==> src/pkg/rto_defines.vh <==
// Constants for the remote reading, offset and diode-model register block.
// Assumes a command-byte register port driven by the device's bus engine.
`ifndef RTO_DEFINES_VH
`define RTO_DEFINES_VH

// Command bytes.
`define RTO_CMD_R1_INT 8'h19
`define RTO_CMD_R2_INT 8'h1a
`define RTO_CMD_R1_FRAC 8'h29
`define RTO_CMD_R2_FRAC 8'h2a
`define RTO_CMD_DIODE_MODEL 8'h30
`define RTO_CMD_R1_OFFSET 8'h31
`define RTO_CMD_R2_OFFSET 8'h32

// Reset values.
`define RTO_DIODE_MODEL_RST 8'h02
`define RTO_OFFSET_RST 8'h00
`define RTO_READING_RST 13'h0000

// Diode-model field positions.
`define RTO_R1_BETA_BIT 1
`define RTO_R2_BETA_BIT 2

// Raw converter result: signed, 1/32 degree per LSB, 14 bits.
`define RTO_RAW_W 14
// Reported unsigned reading: 8 integer bits and 5 fraction bits.
`define RTO_READ_W 13
`define RTO_READ_MAX 13'h1fff
// Offset LSB is 1/2 degree, so it sits 4 bits above the 1/32 LSB.
`define RTO_OFFSET_SHIFT 4

// Filter code meaning all digital filtering off.
`define RTO_FILTER_OFF 2'h0

`endif

==> src/design/rto_regs.v <==
// Remote reading format, diode-model select and offset registers.
// Assumes the bus engine presents command-byte reads and writes as one-cycle strobes,
// and the converter delivers signed raw results with a one-cycle valid per channel.
`timescale 1ns/10ps
`include "rto_defines.vh"

module rto_regs (
  input wire i_clk,
  input wire i_rst_n,
  input wire [7:0] i_cmd,
  input wire i_wr_stb,
  input wire [7:0] i_wr_data,
  input wire i_rd_stb,
  output reg [7:0] o_rd_data,
  output reg o_rd_ack,
  input wire [13:0] i_remote1_raw,
  input wire i_remote1_raw_valid,
  input wire [13:0] i_remote2_raw,
  input wire i_remote2_raw_valid,
  input wire [1:0] i_remote1_filter_setting,
  input wire [1:0] i_remote2_filter_setting,
  output reg o_remote1_beta_comp_select,
  output reg o_remote2_beta_comp_select
);

  reg remote1_beta_reg;
  reg remote2_beta_reg;
  reg [7:0] remote1_offset_reg;
  reg [7:0] remote2_offset_reg;
  reg [7:0] rd_data_next;
  wire [7:0] diode_model_value;
  wire [27:0] raw_all;
  wire [1:0] raw_valid_all;
  wire [15:0] offset_all;
  wire [25:0] reading_all;
  wire [12:0] remote1_reading;
  wire [12:0] remote2_reading;
  // Power-on value of the diode-model byte, kept whole so single bits can be picked from it.
  localparam [7:0] DIODE_RST = `RTO_DIODE_MODEL_RST;

  // Fraction byte: three fixed bits, two filter-only bits, three zero bits.
  function [7:0] frac_byte;
    input [12:0] reading;
    input [1:0] filter_setting;
    reg filt_on;
    begin
      filt_on = (filter_setting != `RTO_FILTER_OFF);
      frac_byte = {reading[4:2],
                   reading[1] & filt_on,
                   reading[0] & filt_on,
                   3'h0};
    end
  endfunction

  // Write strobe decode for one command byte.
  function wr_hit;
    input [7:0] cmd;
    input stb;
    input [7:0] target;
    begin
      wr_hit = stb && (cmd == target);
    end
  endfunction

  // Only the two model bits exist; the other bits are not stored at all.
  assign diode_model_value = {5'h00, remote2_beta_reg, remote1_beta_reg, 1'b0};

  // Diode-model select; a one picks the beta-compensated model.
  always @(posedge i_clk or negedge i_rst_n) begin
    if (!i_rst_n) begin
      remote1_beta_reg <= DIODE_RST[`RTO_R1_BETA_BIT];
      remote2_beta_reg <= DIODE_RST[`RTO_R2_BETA_BIT];
    end else if (wr_hit(i_cmd, i_wr_stb, `RTO_CMD_DIODE_MODEL)) begin
      remote1_beta_reg <= i_wr_data[`RTO_R1_BETA_BIT];
      remote2_beta_reg <= i_wr_data[`RTO_R2_BETA_BIT];
    end
  end

  // Model selects drive the analog front end straight from flops.
  always @(posedge i_clk or negedge i_rst_n) begin
    if (!i_rst_n) begin
      o_remote1_beta_comp_select <= DIODE_RST[`RTO_R1_BETA_BIT];
      o_remote2_beta_comp_select <= DIODE_RST[`RTO_R2_BETA_BIT];
    end else begin
      o_remote1_beta_comp_select <= remote1_beta_reg;
      o_remote2_beta_comp_select <= remote2_beta_reg;
    end
  end

  // Two's complement offset registers, full eight bits writable.
  always @(posedge i_clk or negedge i_rst_n) begin
    if (!i_rst_n) begin
      remote1_offset_reg <= `RTO_OFFSET_RST;
      remote2_offset_reg <= `RTO_OFFSET_RST;
    end else begin
      if (wr_hit(i_cmd, i_wr_stb, `RTO_CMD_R1_OFFSET)) begin
        remote1_offset_reg <= i_wr_data;
      end
      if (wr_hit(i_cmd, i_wr_stb, `RTO_CMD_R2_OFFSET)) begin
        remote2_offset_reg <= i_wr_data;
      end
    end
  end

  // Pack per-channel signals so one generate loop serves both remotes.
  assign raw_all = {i_remote2_raw, i_remote1_raw};
  assign raw_valid_all = {i_remote2_raw_valid, i_remote1_raw_valid};
  assign offset_all = {remote2_offset_reg, remote1_offset_reg};

  // A new offset takes effect at the next conversion, never on a stored reading.
  genvar ch;
  generate
    for (ch = 0; ch < 2; ch = ch + 1) begin : g_chan
      rto_chan u_chan (
        .i_clk(i_clk),
        .i_rst_n(i_rst_n),
        .i_raw(raw_all[ch*14 +: 14]),
        .i_raw_valid(raw_valid_all[ch]),
        .i_offset(offset_all[ch*8 +: 8]),
        .o_reading(reading_all[ch*13 +: 13])
      );
    end
  endgenerate

  assign remote1_reading = reading_all[12:0];
  assign remote2_reading = reading_all[25:13];

  // Read multiplexer; unmapped command bytes answer 0x00.
  always @* begin
    case (i_cmd)
      `RTO_CMD_R1_INT: rd_data_next = remote1_reading[12:5];
      `RTO_CMD_R2_INT: rd_data_next = remote2_reading[12:5];
      `RTO_CMD_R1_FRAC: rd_data_next = frac_byte(remote1_reading, i_remote1_filter_setting);
      `RTO_CMD_R2_FRAC: rd_data_next = frac_byte(remote2_reading, i_remote2_filter_setting);
      `RTO_CMD_DIODE_MODEL: rd_data_next = diode_model_value;
      `RTO_CMD_R1_OFFSET: rd_data_next = remote1_offset_reg;
      `RTO_CMD_R2_OFFSET: rd_data_next = remote2_offset_reg;
      default: rd_data_next = 8'h00;
    endcase
  end

  // Read data is registered one cycle after the strobe and held until the next read.
  always @(posedge i_clk or negedge i_rst_n) begin
    if (!i_rst_n) begin
      o_rd_data <= 8'h00;
      o_rd_ack <= 1'b0;
    end else begin
      o_rd_ack <= i_rd_stb;
      if (i_rd_stb) begin
        o_rd_data <= rd_data_next;
      end
    end
  end

endmodule

==> src/design/rto_chan.v <==
// One remote channel: adds the offset to the raw result and clamps it.
// Assumes the raw result is signed, 1/32 degree per LSB, with a one-cycle valid.
`timescale 1ns/10ps
`include "rto_defines.vh"

module rto_chan (
  input wire i_clk,
  input wire i_rst_n,
  input wire signed [13:0] i_raw,
  input wire i_raw_valid,
  input wire signed [7:0] i_offset,
  output reg [12:0] o_reading
);

  wire signed [14:0] raw_ext;
  wire signed [14:0] offset_ext;
  wire signed [14:0] sum;
  reg [12:0] reading_next;

  // The offset byte covers -64..+63.5 degrees; scaled to 1/32 units it cannot overflow 15 bits.
  assign raw_ext = {i_raw[13], i_raw};
  assign offset_ext = {{3{i_offset[7]}}, i_offset, 4'h0};
  assign sum = raw_ext + offset_ext;

  // Clamp to the unsigned range so a hot diode never reads as cold after a wrap.
  always @* begin
    if (sum[14]) begin
      reading_next = `RTO_READING_RST;
    end else if (sum[13]) begin
      reading_next = `RTO_READ_MAX;
    end else begin
      reading_next = sum[12:0];
    end
  end

  // The reading updates only when a conversion result arrives.
  always @(posedge i_clk or negedge i_rst_n) begin
    if (!i_rst_n) begin
      o_reading <= `RTO_READING_RST;
    end else if (i_raw_valid) begin
      o_reading <= reading_next;
    end
  end

endmodule

==> config.mk <==
export PLATFORM = sky130hd
export DESIGN_NAME = rto_regs
export DESIGN_NICKNAME = d
export VERILOG_FILES = /design/src/design/rto_regs.v /design/src/design/rto_chan.v
export VERILOG_INCLUDE_DIRS = /design/src /design/src/pkg
export SDC_FILE = /design/constraint.sdc
export NUM_CORES = 1
export LEC_CHECK = 0
export ABC_AREA = 1
export BUFFER_PORTS_ARGS = -buffer_cell sky130_fd_sc_hd__buf_2
export CAP_MARGIN = 20
export CORE_AREA = 2 2 74 105
export DETAILED_ROUTE_END_ITERATION = 10
export DIE_AREA = 0 0 76 107
export HOLD_SLACK_MARGIN = 0.03
export PLACE_DENSITY_LB_ADDON = 0.3
export SLEW_MARGIN = 10
export SYNTH_ARGS = -nofsm -noshare
export SYNTH_HDL_FRONTEND = slang
export SYNTH_HIERARCHICAL = 1
export SYNTH_SLANG_ARGS = --single-unit
==> constraint.sdc <==
create_clock -name i_clk -period 2.07 [get_ports i_clk]
set_input_delay 0.3105 -clock i_clk [delete_from_list [all_inputs] [get_ports i_clk]]
set_output_delay 0.3105 -clock i_clk [all_outputs]
set_load 0.01 [all_outputs]
==> metrics.md <==
| Metric | Value |
|---|---|
| Max-Cap Viols | 0 |
| Endpoint of the worst register-to-register path | g_chan[1].u_chan/o_reading[7]$_DFFE_PN0P_ |
| Final Skew | approximately 0.01 ns |
| Total setup violations reported at the end of the flow | 0 |
| Filler cell count | between 600 and 700 |
| Net count after synthesis | approximately 670 |
| Crit share post-route | a little over nine tenths |
| Max IR drop VDD | about 290 uV |
| Leakage power | around 2.8 nW |
| Switching Power | ~800 uW |
| Worst Path Max Fanout | 13 |
| CP Launch Type | register |
| Classification of the worst setup path | register to register |
| Int Pwr | between 1.5 and 2 mW |
| Die extent in y | ~110 um |
| FF-to-FF path depth | 9 |
| Cell Rows | 37 |
| Fraction of post-synthesis cell area in the top cell type by area | ~32% |
| Synth Flop Type | sky130_fd_sc_hd__dfrtp_1 |
| Top register by number of flip-flops | g_chan.u_chan/o_reading |
| Worst flop-to-flop path startpoint | remote2_offset_reg[7]$_DFFE_PN0P_ |
| Leading post-synthesis cells by cell area | sky130_fd_sc_hd__dfrtp_1 32%, sky130_fd_sc_hd__nand2_1 22%, sky130_fd_sc_hd__nand3_1 7.9%, sky130_fd_sc_hd__ha_1 6.1%, sky130_fd_sc_hd__inv_1 5.9% |
| Hold Violations, Final | 0 |
| Overall Power | around 2.4 mW |
| Maximum number of buffers from clock root to sink | 2 |
| Crit. Startpoint | remote2_offset_reg[7]$_DFFE_PN0P_ |
| Weighted congestion at the end of routability-driven global placement | a little over 0.9 |
| Worst setup path end | g_chan[1].u_chan/o_reading[7]$_DFFE_PN0P_ |
| Fraction of the core area covered by cells at the end of the flow | about two thirds |
| Required @ worst endpoint | 2.28 ns |
| Share of total power in the clock network | about a quarter |
| Die area | 8130 um2 |
| DRC marker count from the first detailed-route iteration | around 140 |
| Uppermost routed layer | met4 |
| Count of input and output buffers | 64 |
| Leading area contributor after synthesis | sky130_fd_sc_hd__dfrtp_1 |
| Cts bufs inserted | 5 |
| Chip width | around 76 um |
| Final min period | between 1.5 and 2 ns |
| Met3 wirelength from detailed routing | approximately 350 um |
| Most repeated cell in the gate-level netlist after synthesis | sky130_fd_sc_hd__nand2_1 |
| First-pass GRT wire length | approximately 17,000 um |
| Final HPWL DP | 7940 um |
| Part of the power in combinational logic | 25.2% |
| Share of final-layout standard cells stronger than drive strength 1 | between 20 and 25% |
| Ports placed on the boundary | 65 |
| Initial antenna violation count | 0 |
| Met1 routed wirelength after detailed routing | ~3800 um |
| Worst max-slew margin expressed relative to the limit | approximately 51% |
| GRT Total Usage | around a quarter |
| Initial standard-cell utilization of the core | between 50 and 60% |
| Min Hold Slack | between 0.09 and 0.1 ns |
| Worst reg2reg setup slack | roughly 0.13 ns |
| Status | completed |
| Mean post-synth cell area | ~6.9 um2 |
| Hold crit path type | input port to asynchronous set/reset pin |
| Cell count after synthesis | about 590 |
| Core region area | between 7000 and 8000 um2 |
| Final Net Count | between 700 and 800 |
| Portion of the post-synthesis area used by sequential elements | between 30% and 40% |
| Actual slew at the worst max-slew pin | between 0.7 and 0.8 ns |
| Cell area after synthesis | between 4000 and 5000 um2 |
| Async SR Flop Fraction | 100% |
| Detailed Route WL | about 10,000 um |
| Routed wire length per instance | 13.2 um |
| DRT Pass-1 Iters | 4 |
| Total via count after detailed routing | a little under 4k |
| Area delta synth->final | 13.5% |
| Data arrival at the endpoint of the critical path | ~2.2 ns |
| Number of library cell types mapped by synthesis | 29 |
| Final worst setup slack | 0.130 ns |
| Count of synthesis-stage warnings from yosys | 6 |
| Number of pins with negative max-slew slack in the final report | 0 |
| Post-synth EDFFs | 0 |
| Total negative slack for setup checks | 0 ns |
| Clk_lat worst skew | about 0.32 ns |
| Share of power burned in registers | 50.7% |
| Number of synthesized register bits | 55 |
| Number of nets still failing antenna checks after routing | 0 |
| Most numerous cell types in the synthesized netlist | 243 x sky130_fd_sc_hd__nand2_1, 65 x sky130_fd_sc_hd__nand3_1, 64 x sky130_fd_sc_hd__inv_1 |
| Largest register FFs | 26 |
| Antenna diode count | 0 |
| Pwr/cell area | roughly 520 nW/um2 |
| Highest Clock Rate | a little over 0.5 GHz |
| Vias in the first global route | slightly below 4k |
| Depth of the CTS H-tree | 2 |
| Maximum number of pins on one net before global-route repair | 56 |
| Switching fraction of total power | 32.7% |
| Crit end category | register |
| DRC errors left | 0 |
| Number of clock sinks | between 50 and 60 |
| Clock edge transition at the registers on the reported setup and hold paths | ~0.090 ns |
| Remaining Overflow, GRT | 0 |
| Place WS | around 0.035 ns |
| CTS tree | yes |
| CTS Root Cell | sky130_fd_sc_hd__clkbuf_8 |
| Routed length on met2 | roughly 5400 um |
| Number of vias per cell | 5.14 |
## how the worst min path moves through the flow
stage,start,to,cells past startpoint
after floorplan,i_rst_n,g_chan[0].u_chan/o_reading[0]$_DFFE_PN0P_,0
after global placement,remote1_beta_reg$_DFFE_PN1P_,o_remote1_beta_comp_select$_DFF_PN1_,0
after detailed placement,remote1_beta_reg$_DFFE_PN1P_,o_remote1_beta_comp_select$_DFF_PN1_,0
after CTS,i_rst_n,remote2_offset_reg[6]$_DFFE_PN0P_,2
after global routing,i_rst_n,remote2_offset_reg[6]$_DFFE_PN0P_,2
final,i_rst_n,remote2_offset_reg[6]$_DFFE_PN0P_,2
## cell families (layout without fill, tap and decap cells)
| logic type | Yosys count | count (layout) | share of synthesized area (%) |
|---|---|---|---|
| and+or+nand+nor | 393 | 393 | 44.3 |
| xor gates and xnor gates | 4 | 4 | 0.856 |
| buffers and inverters | 85 | 153 | 9.32 |
| AOI/OAI and AO/OA | 34 | 35 | 4.71 |
| DFF | 55 | 55 | 33.7 |
| adders and majority gates | 22 | 22 | 7.09 |
## critical path: stages, from the launching register on
cell and delay, ns:
sky130_fd_sc_hd__dfrtp_1 0.47, sky130_fd_sc_hd__ha_1 0.37, sky130_fd_sc_hd__nand2_1 0.13, sky130_fd_sc_hd__inv_1 0.05, sky130_fd_sc_hd__a21oi_1 0.26, sky130_fd_sc_hd__nand3_1 0.17
sky130_fd_sc_hd__nand2_4 0.17, sky130_fd_sc_hd__nand3_1 0.09, sky130_fd_sc_hd__nand2_1 0.07, sky130_fd_sc_hd__nand2_1 0.05
## final cells by class
| class | instances | area [um2] | share of cell area (%) |
|---|---|---|---|
| sequential | 55 | 1380 | 29.7 |
| timing repair buffer | 75 | 403 | 8.67 |
| clock buffer | 5 | 68.8 | 1.48 |
| tap | 97 | 121 | 2.61 |
| multi-input combinational | 454 | 2390 | 51.5 |
| clock inverter | 2 | 13.8 | 0.296 |
| inverter | 71 | 267 | 5.74 |
## power groups by stage
| stage | registers (mW) | clock network (mW) | logic, mW |
|---|---|---|---|
| after floorplan | 1.22 | 0 | 0.411 |
| after global placement | 1.23 | 0 | 0.563 |
| after detailed placement | 1.23 | 0 | 0.579 |
| after CTS | 1.22 | 0.587 | 0.580 |
| after global routing | 1.23 | 0.636 | 0.686 |
| final | 1.22 | 0.581 | 0.607 |
## layout by cell type, fill, tap and decap left out, types with 3 or more instances in the layout
master / n
sky130_fd_sc_hd__nor2_2: 7
sky130_fd_sc_hd__a21oi_4: 3
sky130_fd_sc_hd__nand2_2: 12
sky130_fd_sc_hd__nand3_2: 6
sky130_fd_sc_hd__buf_4: 11
sky130_fd_sc_hd__dfrtp_1: 52
sky130_fd_sc_hd__ha_1: 17
sky130_fd_sc_hd__nand2_4: 6
sky130_fd_sc_hd__clkbuf_8: 5
sky130_fd_sc_hd__buf_2: 64
sky130_fd_sc_hd__o21ai_0: 23
sky130_fd_sc_hd__inv_1: 63
sky130_fd_sc_hd__xor2_1: 4
sky130_fd_sc_hd__a21oi_1: 8
sky130_fd_sc_hd__inv_2: 8
sky130_fd_sc_hd__nor2_8: 4
sky130_fd_sc_hd__nand3_1: 65
sky130_fd_sc_hd__nor2_1: 33
sky130_fd_sc_hd__nand3b_1: 8
sky130_fd_sc_hd__nand2_1: 242
## routing by layer
metal	global-route usage [%]	vias to the layer above
met5	0	-
met4	14.3	0
met3	3.20	32
met2	48.6	94
met1	28.1	1786
li1	-	1989
## timing repair
item | in CTS | in global routing
resized for setup | 0 | 13
hold buffers | 0 | 0
setup endpoints to repair | 0 | 26
endpoints found under the hold margin | 0 | 0
buffers inserted | 0 | 5
## metrics by stage
stage	std cells	area, um2
2_1_floorplan	593	4090
3_3_place_gp	746	4460
3_5_place_dp	746	4460
4_1_cts	753	4550
5_1_grt	759	4650
6_report	759	4650
No activity file was read; power rests on OpenSTA's default activity.
